[config.mk]
export PLATFORM = sky130hd
export DESIGN_NAME = spme_core
export DESIGN_NICKNAME = d
export VERILOG_FILES = /design/src/spme_pkg.sv /design/src/spme_core.sv /design/src/spme_mem.sv
export SDC_FILE = /design/constraint.sdc
export NUM_CORES = 1
export LEC_CHECK = 0
export BUFFER_PORTS_ARGS = -buffer_cell sky130_fd_sc_hd__buf_2
export CELL_PAD_IN_SITES_DETAIL_PLACEMENT = 0
export CELL_PAD_IN_SITES_GLOBAL_PLACEMENT = 1
export CORE_ASPECT_RATIO = 0.75
export CORE_MARGIN = 5
export CORE_UTILIZATION = 45
export CTS_CLUSTER_DIAMETER = 80
export DETAILED_ROUTE_END_ITERATION = 8
export PLACE_DENSITY_LB_ADDON = 0.12
export SETUP_SLACK_MARGIN = 0.1
export SKIP_LAST_GASP = 1
export SLEW_MARGIN = 10
export SYNTH_ARGS = -nofsm -noshare
export SYNTH_HDL_FRONTEND = slang
export SYNTH_SLANG_ARGS = --single-unit
export TNS_END_PERCENT = 100
[constraint.sdc]
create_clock -name clk -period 6.4 [get_ports clk]
set_clock_uncertainty 0.2 [all_clocks]
set_input_delay 1.6 -clock clk [delete_from_list [all_inputs] [get_ports clk]]
set_output_delay 1.6 -clock clk [all_outputs]
set_load 0.01 [all_outputs]
[src/spme_pkg.sv]
// Package for the serial program/verify mode entry block.
// Assumes a 50 MHz core clock and a slow serial clock from the programmer.
package spme_pkg;
   localparam int          PC_W            = 21;
   localparam logic [20:0] PC_RESET        = 21'h000000;
   localparam int          CMD_W           = 6;
   localparam int          DATA_W          = 16;
   localparam int          REV_W           = 5;
   localparam int          DEVNUM_W        = 11;
   // Identity values are arbitrary
   localparam logic [4:0]  REV_VALUE       = 5'h01;
   localparam logic [10:0] DEVNUM_VALUE    = 11'h123;
   localparam int          OST_CYCLES      = 1024;
   localparam int          EARLY_TOGGLES   = 4;
   localparam int          MEM_AW          = 6;
   // Command codes and oscillator selections
   localparam logic [5:0]  CMD_LOAD        = 6'h02;
   localparam logic [5:0]  CMD_READ        = 6'h04;
   localparam logic [5:0]  CMD_INC_ADDR    = 6'h06;
   localparam logic [5:0]  CMD_READ_ID     = 6'h08;
   localparam logic [1:0]  OSC_CRYSTAL     = 2'h0;
   localparam logic [1:0]  OSC_RC          = 2'h1;
   localparam logic [1:0]  OSC_EXT         = 2'h2;
   typedef enum logic [2:0] {SPME_IDLE, SPME_CMD, SPME_LOAD, SPME_READ, SPME_EXEC} spme_state_t;
endpackage

[src/spme_core.sv]
// Serial program/verify mode entry and two-wire exchange, device side.
// Assumes pins arrive asynchronous to clk; data pin split into in/out/oe.
`timescale 1ns/10ps
module spme_core (
   // Clock and reset
   input  wire logic                         clk,
   input  wire logic                         rst,
   // Programming pin and oscillator
   input  wire logic                         high_entry_level,
   input  wire logic                         oscillator_input_pin,
   input  wire logic [1:0]                   osc_select,
   input  wire logic                         code_protect,
   // Serial pins
   input  wire logic                         port_b_bit_six,
   input  wire logic                         port_b_bit_seven_in,
   output      logic                         port_b_bit_seven_out,
   output      logic                         port_b_bit_seven_oe_n,
   // Core side
   input  wire logic                         watchdog_timer_expired,
   output      logic                         watchdog_reset,
   output      logic                         prog_mode,
   output      logic                         run_enable,
   output      logic [spme_pkg::PC_W-1:0]    program_counter
);
   import spme_pkg::*;

   // Two-flop synchronisers
   logic [1:0] vpp_s_q, clk_s_q, dat_s_q, osc_s_q;
   logic       sclk_prev_q, osc_prev_q;
   always_ff @(posedge clk) begin
      if (rst) begin
         vpp_s_q     <= 2'h0;
         clk_s_q     <= 2'h0;
         dat_s_q     <= 2'h0;
         osc_s_q     <= 2'h0;
         sclk_prev_q <= 1'b0;
         osc_prev_q  <= 1'b0;
      end else begin
         vpp_s_q     <= {vpp_s_q[0], high_entry_level};
         clk_s_q     <= {clk_s_q[0], port_b_bit_six};
         dat_s_q     <= {dat_s_q[0], port_b_bit_seven_in};
         osc_s_q     <= {osc_s_q[0], oscillator_input_pin};
         sclk_prev_q <= clk_s_q[1];
         osc_prev_q  <= osc_s_q[1];
      end
   end

   logic vpp, sclk, sdat, sclk_fall, osc_edge;
   assign vpp       = vpp_s_q[1];
   assign sclk      = clk_s_q[1];
   assign sdat      = dat_s_q[1];
   assign sclk_fall = sclk_prev_q & ~sclk;
   assign osc_edge  = osc_prev_q ^ osc_s_q[1];

   // Mode, start-up and counter state
   spme_state_t       state_q, state_d;
   logic              mode_q, mode_d;
   logic [10:0]       ost_q, ost_d;
   logic [2:0]        tog_q, tog_d;
   logic [PC_W-1:0]   pc_q, pc_d;
   logic [4:0]        bit_q, bit_d;
   logic [CMD_W-1:0]  cmd_q, cmd_d;
   logic [DATA_W-1:0] sh_q, sh_d;
   logic              drv_q, drv_d;
   logic              wr_d, wr_q;
   logic [DATA_W-1:0] mem_rd;

   function automatic logic is_read(input logic [CMD_W-1:0] c);
      return (c == CMD_READ) || (c == CMD_READ_ID);
   endfunction

   logic ost_done;
   // Crystal waits out the start-up count; RC and external start at once
   assign ost_done = (osc_select != OSC_CRYSTAL) || (ost_q == 11'(OST_CYCLES));

   always_comb begin
      state_d = state_q;
      mode_d  = mode_q;
      ost_d   = ost_q;
      tog_d   = tog_q;
      pc_d    = pc_q;
      bit_d   = bit_q;
      cmd_d   = cmd_q;
      sh_d    = sh_q;
      drv_d   = drv_q;
      wr_d    = 1'b0;
      if (!mode_q) begin
         state_d = SPME_IDLE;
         drv_d   = 1'b0;
         if (osc_edge && (osc_select == OSC_CRYSTAL) && !ost_done) begin
            ost_d = ost_q + 11'h001;
         end
         // Early oscillator toggles advance the counter when no start-up timer runs
         if (osc_edge && ost_done) begin
            if (tog_q != 3'(EARLY_TOGGLES)) begin
               tog_d = tog_q + 3'h1;
            end
            // Fourth and later edges already move the counter
            if (tog_q >= 3'(EARLY_TOGGLES-1)) begin
               pc_d = pc_q + 21'h000001;
            end
         end
         // Entry sampled only with both serial lines low
         if (vpp && !sclk && !sdat) begin
            mode_d  = 1'b1;
            state_d = SPME_CMD;
            bit_d   = 5'h00;
         end
      end else if (!vpp) begin
         mode_d  = 1'b0;
         state_d = SPME_IDLE;
         drv_d   = 1'b0;
         pc_d    = PC_RESET;
         tog_d   = 3'h0;
         ost_d   = 11'h000;
      end else begin
         case (state_q)
            SPME_CMD: begin
               if (sclk_fall) begin
                  cmd_d = {sdat, cmd_q[CMD_W-1:1]};
                  bit_d = bit_q + 5'h01;
                  if (bit_q == 5'(CMD_W-1)) begin
                     bit_d   = 5'h00;
                     state_d = SPME_EXEC;
                  end
               end
            end
            SPME_EXEC: begin
               cmd_d   = cmd_q;
               state_d = SPME_CMD;
               if (cmd_q == CMD_LOAD) begin
                  state_d = SPME_LOAD;
               end else if (cmd_q == CMD_INC_ADDR) begin
                  pc_d = pc_q + 21'h000001;
               end else if (is_read(cmd_q)) begin
                  // Protected memory reads as zero; ID stays visible
                  sh_d    = code_protect ? 16'h0000 : mem_rd;
                  if (cmd_q == CMD_READ_ID) begin
                     sh_d = {DEVNUM_VALUE, REV_VALUE};
                  end
                  drv_d   = 1'b1;
                  state_d = SPME_READ;
               end
            end
            SPME_LOAD: begin
               if (sclk_fall) begin
                  sh_d  = {sdat, sh_q[DATA_W-1:1]};
                  bit_d = bit_q + 5'h01;
                  if (bit_q == 5'(DATA_W-1)) begin
                     bit_d   = 5'h00;
                     wr_d    = ~code_protect;
                     state_d = SPME_CMD;
                  end
               end
            end
            SPME_READ: begin
               if (sclk_fall) begin
                  sh_d  = {1'b0, sh_q[DATA_W-1:1]};
                  bit_d = bit_q + 5'h01;
                  if (bit_q == 5'(DATA_W-1)) begin
                     bit_d   = 5'h00;
                     drv_d   = 1'b0;
                     state_d = SPME_CMD;
                  end
               end
            end
            default: state_d = SPME_CMD;
         endcase
      end
      // An early-advanced counter is kept on entry
      if (!mode_q && mode_d && (tog_d != 3'(EARLY_TOGGLES))) begin
         pc_d = PC_RESET;
      end
   end

   always_ff @(posedge clk) begin
      if (rst) begin
         state_q <= SPME_IDLE;
         mode_q  <= 1'b0;
         ost_q   <= 11'h000;
         tog_q   <= 3'h0;
         pc_q    <= PC_RESET;
         bit_q   <= 5'h00;
         cmd_q   <= 6'h00;
         sh_q    <= 16'h0000;
         drv_q   <= 1'b0;
         wr_q    <= 1'b0;
      end else begin
         state_q <= state_d;
         mode_q  <= mode_d;
         ost_q   <= ost_d;
         tog_q   <= tog_d;
         pc_q    <= pc_d;
         bit_q   <= bit_d;
         cmd_q   <= cmd_d;
         sh_q    <= sh_d;
         drv_q   <= drv_d;
         wr_q    <= wr_d;
      end
   end

   spme_mem u_mem (
      .clk     (clk),
      .wr_en   (wr_q),
      .addr    (pc_q[MEM_AW-1:0]),
      .wr_data (sh_q),
      .rd_data (mem_rd)
   );

   assign port_b_bit_seven_out  = sh_q[0];
   assign port_b_bit_seven_oe_n = ~drv_q;
   assign watchdog_reset        = watchdog_timer_expired & ~mode_q;
   assign prog_mode             = mode_q;
   assign run_enable            = ~mode_q & ost_done;
   assign program_counter       = pc_q;
endmodule

[src/spme_mem.sv]
// Small program word store for the program/verify path.
// Assumes one write or one read per cycle; read data is registered.
`timescale 1ns/10ps
module spme_mem (
   // Clock
   input  wire logic                         clk,
   // Access
   input  wire logic                         wr_en,
   input  wire logic [spme_pkg::MEM_AW-1:0]  addr,
   input  wire logic [spme_pkg::DATA_W-1:0]  wr_data,
   output      logic [spme_pkg::DATA_W-1:0]  rd_data
);
   import spme_pkg::*;
   logic [DATA_W-1:0] store [0:(1<<MEM_AW)-1];
   always_ff @(posedge clk) begin
      if (wr_en) begin
         store[addr] <= wr_data;
      end
      rd_data <= store[addr];
   end
endmodule

==> metrics.cfg, run 1 <==
[power]
swShare=0.199
internal_power_w=0.0118
seqPwrFrac=0.533
pwr-share-clk=0.456
pwr-share-comb=0.011
p_leak_nw=15.0
peakVddDrop_uv=241
power_w=0.0148
switching_power_w=0.00293
power_density_nw_per_um2=297

[sta]
tightestPinTransition_ns=1.39
rsz0062_at_grt=false
slew_violations=0
post-route-period-util=0.702
maxSlewHeadroom=0.0674
period_minus_slack_ns=4.49
final.setup.tns_ns=0
setup_viol=0
finalHoldViolations=0
fmax_mhz=222

[yosys]
yosys-top-cells-area=edfxtp_1 (70%), mux4_2 (4.6%), dfxtp_1 (4.3%)
synth.most_common_cell=edfxtp_1
synthArstFlopShare=0
yosysSeqAreaShare=0.745
synthSimpleGateAreaFrac=0.0487
synthAdderAreaFrac=0.00286
syn-num-nets=2577
post_synth_mux_area_share=0.0920
synth_top_family_by_area=multiplexers
yosysUniqueCellTypes=77
synthTopCellsByCount=edfxtp_1 (1,024), nor2_1 (133), a221oi_1 (114), mux2_2 (107), dfxtp_1 (94)
ys_seq_elements=1118
syn_inst=2557
syn_area_um2=43800
avgSynthCellArea_um2=17.1
synth_edf_count=1024
synth_ff_type=edfxtp_1
synth_xor_xnor_area_share=0.00200
netlist.area_leader.share=0.702
netlist.top_cell.by_area=edfxtp_1
yosysWarningCount=0
synth_compound_area_frac=0.0894

[worst_setup_path]
crit_buf_inv=1
startpoint_type=flop
slowest_delay_ns=1.10
cp_cell_sequence=buf_4, nand2b_1, o22ai_1, a22o_1, a211oi_1, nand4_1
crit_family=compound AO/OA/AOI/OAI gates
crit_end=u_mem.rd_data[13]
startpoint=program_counter[2]
cp_data_required_time_ns=6.71
crit_fanout=34
r2r-end=u_mem.rd_data[13]
critical_path_depth=6
r2r-start=program_counter[2]
worstSetupPathType=flop to flop
crit_path_end_kind=flop
cp.arrival_ns=4.81
r2r_cells=6
crit_slowest_cell=a211oi_1
reg2reg_slack_ns=1.91

[floorplanning]
start_util=0.452
core_um2=97000
num_rows=99
io_pins=36
dieArea_um2=104000
die_w_um=370
die_h_um=280

[flow_run]
cap_violations=0

[cells_and_area]
nFillCells=7860
nNetsFinal=2675
drive_gt1_frac=0.214
multi_input_area_um2=10400
area_growth_syn_to_layout_pct=13.5
regArea_um2=32700

[min_path]
hold_path.class=flop to flop

[clock_network]
cts.sinks=1118
clk_latency_ns=0.72
clk_pin_slew_ns=0.06
cts_resized=0
cts_hold_buf=0
cts_setup_buffers=0
cts_root_buffer=clkbuf_16
cts_tree=done
h-tree-depth=3
cts.path.max_buffers=3
cts_made_buffers=107

[detailed_routing]
wl_per_cell_um=33.3
drc=0
vias_per_cell=6.31
num_vias=25600
drtIter0Drc=3029
dr.pass1.iters=6
finalWirelength_mm=135
postRouteAntennaNets=0

[global_route]
grt_use_total=0.258
antenna_found_initial=6
grt_max_degree=87
grt_remaining_overflow=0
grt_pass1_wl_mm=191
grt_pass1_vias=24800

[outcome]
outcome=completed

[placed_design]
gp_congestion=0.850
port_buffers=35
dp_hpwl_mm=80.5

## metal layers
metal / routed length [um] / track usage / vias to the layer above
met1: 59200 / 0.382 / 13500
met5: 40 / 0 / -
li1: - / - / 10700
met2: 59700 / 0.384 / 1271
met3: 12900 / 0.0654 / 207
met4: 3270 / 0.0636 / 6
## state kept, by name (all words and copies together), names as in the netlist, 2 cells and up
name,cells
u_mem.store,1024
program_counter,21
sh_q,16
u_mem.rd_data,16
ost_q,11
cmd_q,6
bit_q,5
state_q,3
tog_q,3
clk_s_q,2
dat_s_q,2
osc_s_q,2
vpp_s_q,2
## worst min path at each step
stage,start,to,slack (ns),cells past startpoint
2_1_floorplan,clk_s_q[0],clk_s_q[1],0.21,1
3_3_place_gp,vpp_s_q[0],vpp_s_q[1],0.22,1
3_5_place_dp,osc_s_q[0],osc_s_q[1],0.23,1
4_1_cts,osc_s_q[0],osc_s_q[1],0.24,1
5_1_grt,clk_s_q[0],clk_s_q[1],0.27,1
6_report,osc_s_q[0],osc_s_q[1],0.24,1
## layout by cell type (no fill, tap or decap), types with 11 or more instances in the layout
| cell | count |
|---|---|
| nand3_1 | 20 |
| o21ai_0 | 57 |
| nor2b_1 | 21 |
| nor2_1 | 119 |
| bufinv_16 | 17 |
| clkinv_1 | 16 |
| a32oi_1 | 15 |
| nand2_1 | 87 |
| o31ai_1 | 12 |
| a31oi_1 | 18 |
| clkinv_2 | 12 |
| buf_4 | 123 |
| dfxtp_2 | 16 |
| or3_1 | 15 |
| a221o_1 | 13 |
| a221oi_1 | 114 |
| a211oi_1 | 29 |
| mux4_2 | 89 |
| a21oi_1 | 79 |
| buf_2 | 35 |
| mux2i_1 | 82 |
| edfxtp_1 | 1024 |
| or4_1 | 11 |
| nor2_2 | 12 |
| a22oi_1 | 84 |
| clkbuf_16 | 107 |
| nand2b_1 | 17 |
| inv_1 | 13 |
| clkbuf_8 | 12 |
| clkbuf_1 | 20 |
| o22ai_1 | 47 |
| nand4_1 | 28 |
| mux2_2 | 107 |
| dfxtp_1 | 75 |
## cell type report
class                           instances  area share
Antenna cell                            1   0.0000503
Clock buffer                          139      0.0587
Clock inverter                         61      0.0165
Inverter                               16     0.00121
Multi-Input combinational cell       1248       0.209
Sequential cell                      1118       0.657
Tap cell                             1313      0.0330
Timing Repair Buffer                  164      0.0244
## power by group through the flow
| stage | combinational (W) | sequential, W | clock [W] |
|---|---|---|---|
| 2_1_floorplan | 0.000104 | 0.00801 | 0 |
| 3_3_place_gp | 0.000160 | 0.00802 | 0 |
| 3_5_place_dp | 0.000162 | 0.00802 | 0 |
| 4_1_cts | 0.000162 | 0.00786 | 0.00681 |
| 5_1_grt | 0.000173 | 0.00786 | 0.00710 |
| 6_report | 0.000164 | 0.00786 | 0.00673 |
## cells by family (layout without fill, tap and decap cells)
group           after synthesis  after routing
flops                      1118           1118
compound gates              538            538
simple gates                412            412
mux                         278            278
buf+inv                     191            380
fa+ha+maj                    10             10
xor+xnor                     10             10
other cells                   0              1
## stage by stage
stage,instances,area [um2],worst slack (ns),util,hold slack [ns]
floorplan,2557,43800,2.41,-,0.214
global placement,3857,46000,2.02,0.474,0.218
detailed placement,3858,46000,2.02,0.474,0.227
CTS,4058,49700,2.01,0.513,0.242
global route,4059,49700,1.92,0.513,0.270
finish,4060,49700,1.91,0.513,0.239
No activity file was read; power rests on OpenSTA's default activity.
==> inputs of run 2 (changes only) <==
--- a/config.mk
+++ b/config.mk
@@ -5,6 +5,7 @@
 export SDC_FILE = /design/constraint.sdc
 export NUM_CORES = 1
 export LEC_CHECK = 0
+export ABC_AREA = 1
 export BUFFER_PORTS_ARGS = -buffer_cell sky130_fd_sc_hd__buf_2
 export CELL_PAD_IN_SITES_DETAIL_PLACEMENT = 0
 export CELL_PAD_IN_SITES_GLOBAL_PLACEMENT = 1
==> constraint.sdc (replaced) <==
create_clock -name clk -period 4.2 [get_ports clk]
set_clock_uncertainty 0.2 [all_clocks]
set_input_delay 1.05 -clock clk [delete_from_list [all_inputs] [get_ports clk]]
set_output_delay 1.05 -clock clk [all_outputs]
set_load 0.01 [all_outputs]
==> run 2 against run 1 <==
  * Sequential power is 53% higher
  * Clock-buffer cell count is 7 lower
  * Utilization is 0.45 points higher
  * Flip-flop and latch count stayed put
==> metrics.cfg, run 2 <==
[outcome]
outcome=completed  ; unchanged

[yosys]
synthArstFlopShare=0  ; unchanged
synth_ff_type=edfxtp_1  ; unchanged
netlist.top_cell.by_area=edfxtp_1  ; unchanged
synth_edf_count=1024  ; unchanged
ys_seq_elements=1118  ; unchanged
syn-num-nets=3321  ; was 2,577
yosysWarningCount=0  ; unchanged
synthTopCellsByCount=edfxtp_1 (1,024), nand2_1 (975), nor2_1 (209), nand4_1 (150), a22oi_1 (133)  ; was edfxtp_1 (1,024), nor2_1 (133), a221oi_1 (114), mux2_2 (107), dfxtp_1 (94)
yosysSeqAreaShare=0.766  ; was 0.745
yosysUniqueCellTypes=41  ; was 77
avgSynthCellArea_um2=12.9  ; was 17.1 um2
yosys-top-cells-area=edfxtp_1 (72%), nand2_1 (8.6%), dfxtp_1 (4.4%)  ; was edfxtp_1 (70%), mux4_2 (4.6%), dfxtp_1 (4.3%)
netlist.area_leader.share=0.722  ; was 0.702
syn_inst=3301  ; was 2,557
synth.most_common_cell=edfxtp_1  ; unchanged
syn_area_um2=42600  ; was 43,800 um2

[sta]
finalHoldViolations=0  ; unchanged
final.setup.tns_ns=0  ; unchanged
tightestPinTransition_ns=1.11  ; was 1.39 ns
slew_violations=0  ; unchanged
maxSlewHeadroom=0.257  ; was 0.0674
post-route-period-util=0.809  ; was 0.702
rsz0062_at_grt=false  ; unchanged
period_minus_slack_ns=3.40  ; was 4.49 ns
setup_viol=0  ; unchanged
hold_slack_ns=0.196  ; was 0.239 ns
fmax_mhz=294  ; was 222 MHz

[placed_design]
gp_congestion=0.864  ; was 0.850
dp_hpwl_mm=74.0  ; was 80.5 mm
placed_cells=4583  ; was 3,858
port_buffers=35  ; unchanged

[worst_setup_path]
worstSetupPathType=flop to flop  ; unchanged
crit_buf_inv=4  ; was 1
critPathMostFrequentCell=nand2_1
crit_path_end_kind=flop  ; unchanged
crit_family=simple AND/OR/NAND/NOR gates  ; was compound AO/OA/AOI/OAI gates
startpoint_type=flop  ; unchanged
cp_data_required_time_ns=4.59  ; was 6.71 ns
crit_slowest_cell=dfxtp_1  ; was a211oi_1
slowest_delay_ns=0.57  ; was 1.10 ns
crit_fanout=32  ; was 34
cp_cell_sequence=inv_1, nand3_1, inv_4, buf_12, buf_4, nand2_1, nand4_1, o21ai_0, nand2_1, nor2_1, nand2_1  ; was buf_4, nand2b_1, o22ai_1, a22o_1, a211oi_1, nand4_1
cp.arrival_ns=3.79  ; was 4.81 ns

[power]
power_w=0.0216  ; was 0.0148 W
peakVddDrop_uv=351  ; was 241 uV
power_density_nw_per_um2=446  ; was 297 nW/um2
p_leak_nw=16.2  ; was 15.0 nW

[clock_network]
clk_latency_ns=0.70  ; was 0.72 ns
clk_pin_slew_ns=0.06  ; about the same
cts_setup_buffers=0  ; unchanged
cts_resized=0  ; unchanged
h-tree-depth=3  ; unchanged
cts.path.max_buffers=3  ; unchanged
cts_made_buffers=106  ; was 107
cts_root_buffer=clkbuf_16  ; unchanged
cts_hold_buf=0  ; unchanged
cts_tree=done  ; unchanged
cts.sinks=1118  ; unchanged

[global_route]
grt_pass1_wl_mm=183  ; was 191 mm
grt_max_degree=85  ; was 87
grt_remaining_overflow=0  ; unchanged
antenna_found_initial=6  ; unchanged
grt_use_total=0.249  ; was 0.258
grt_pass1_vias=26000  ; was 24,800

[cells_and_area]
mostFrequentLayoutCell=edfxtp_1  ; unchanged
drive_gt1_frac=0.107  ; was 0.214
top_register=u_mem.store  ; unchanged
num_antenna_cells=0  ; was 1
final_core_util=0.517  ; was 0.513
final_cells=4778  ; was 4,060
nNetsFinal=3474  ; was 2,675
largest_reg_flops=1024  ; unchanged
area_growth_syn_to_layout_pct=13.7  ; was 13.5%
layout_common_cells=edfxtp_1 (1,024), nand2_1 (975), nor2_1 (202)  ; was edfxtp_1 (1,024), buf_4 (123), nor2_1 (119)

[floorplanning]
dieArea_um2=101000  ; was 104,000 um2
die_h_um=277  ; was 280 um
io_pins=36  ; unchanged
core_um2=93700  ; was 97,000 um2
start_util=0.455  ; was 0.452
num_rows=97  ; was 99
die_w_um=365  ; was 370 um

[detailed_routing]
num_vias=27200  ; was 25,600
finalWirelength_mm=126  ; was 135 mm
dr.pass1.iters=5  ; was 6
postRouteAntennaNets=0  ; unchanged
vias_per_cell=5.68  ; was 6.31
drtIter0Drc=3124  ; was 3,029
drc=0  ; unchanged
wl_per_cell_um=26.5  ; was 33.3 um

[min_path]
hold_path.class=flop to flop  ; unchanged

[flow_run]
cap_violations=0  ; unchanged

==> run 2: cell count changes after synthesis, sizes merged, moves of 46 or more <==
cell	previous run	this run
nand2	87	978
nand4	28	150
a221oi	114	1
inv	16	127
mux2	107	0
nand3	20	124
o21ai	57	154
mux4	89	0
mux2i	82	0
nor2	133	210
a22oi	84	133
o22ai	47	1
==> run 2: power by group <==
group	switching (W)	internal, W
logic	0.000202	0.0000815
registers	0.0000134	0.0120
clock network	0.00412	0.00521
total	0.00433	0.0173
==> run 2: routing by layer <==
layer | vias to the layer above | global-route usage | part of all wire
li1 | 12200 | - | -
met1 | 13700 | 0.379 | 0.45
met2 | 1170 | 0.371 | 0.44
met3 | 161 | 0.0512 | 0.088
met4 | 2 | 0.0547 | 0.020
met5 | - | 0 | 0.00013
==> run 2: kinds of logic (layout without fill, tap and decap cells) <==
group	count (synthesis)	after routing	share of synthesized area
AOI/OAI and AO/OA	400	400	0.0568
xor gates and xnor gates	16	16	0.00329
adders and majority gates	10	10	0.00294
buffers and inverters	268	508	0.0258
DFF	1118	1118	0.766
and+or+nand+nor	1489	1489	0.145
==> run 2: tightest hold or removal path: cells and delay by family (launching register included) <==
| family | cells | cell delay [ns] |
|---|---|---|
| buf+inv | 1 | 0.04 |
| flops | 1 | 0.29 |
| simple gates | 1 | 0.03 |
==> run 2: cell type report <==
| cell class | instances | area (um2) |
|---|---|---|
| repair buffers | 186 | 1470 |
| well taps | 1237 | 1550 |
| clock buffers | 132 | 2790 |
| clock inverters | 63 | 547 |
| flip-flops and latches | 1118 | 32700 |
| multi-input cells | 1915 | 8940 |
| inverters | 127 | 492 |
| fillers | 7937 | 45200 |
==> run 2: final timing paths <==
kind                                          from                to  slack [ns]  depth (start not counted)
worst max-delay path            program_counter[2]  u_mem.rd_data[6]        0.80                         11
worst min-delay path                    clk_s_q[0]        clk_s_q[1]        0.20                          2
worst min register to register          clk_s_q[0]        clk_s_q[1]        0.20                          2
worst max register to register  program_counter[2]  u_mem.rd_data[6]        0.80                         11
==> run 2: stage by stage <==
| stage | setup slack, ns | area [um2] |
|---|---|---|
| floorplan | 1.43 | 42600 |
| global placement | 0.878 | 45100 |
| detailed placement | 0.881 | 45100 |
| CTS | 0.839 | 48500 |
| global route | 0.536 | 48500 |
| finish | 0.801 | 48500 |
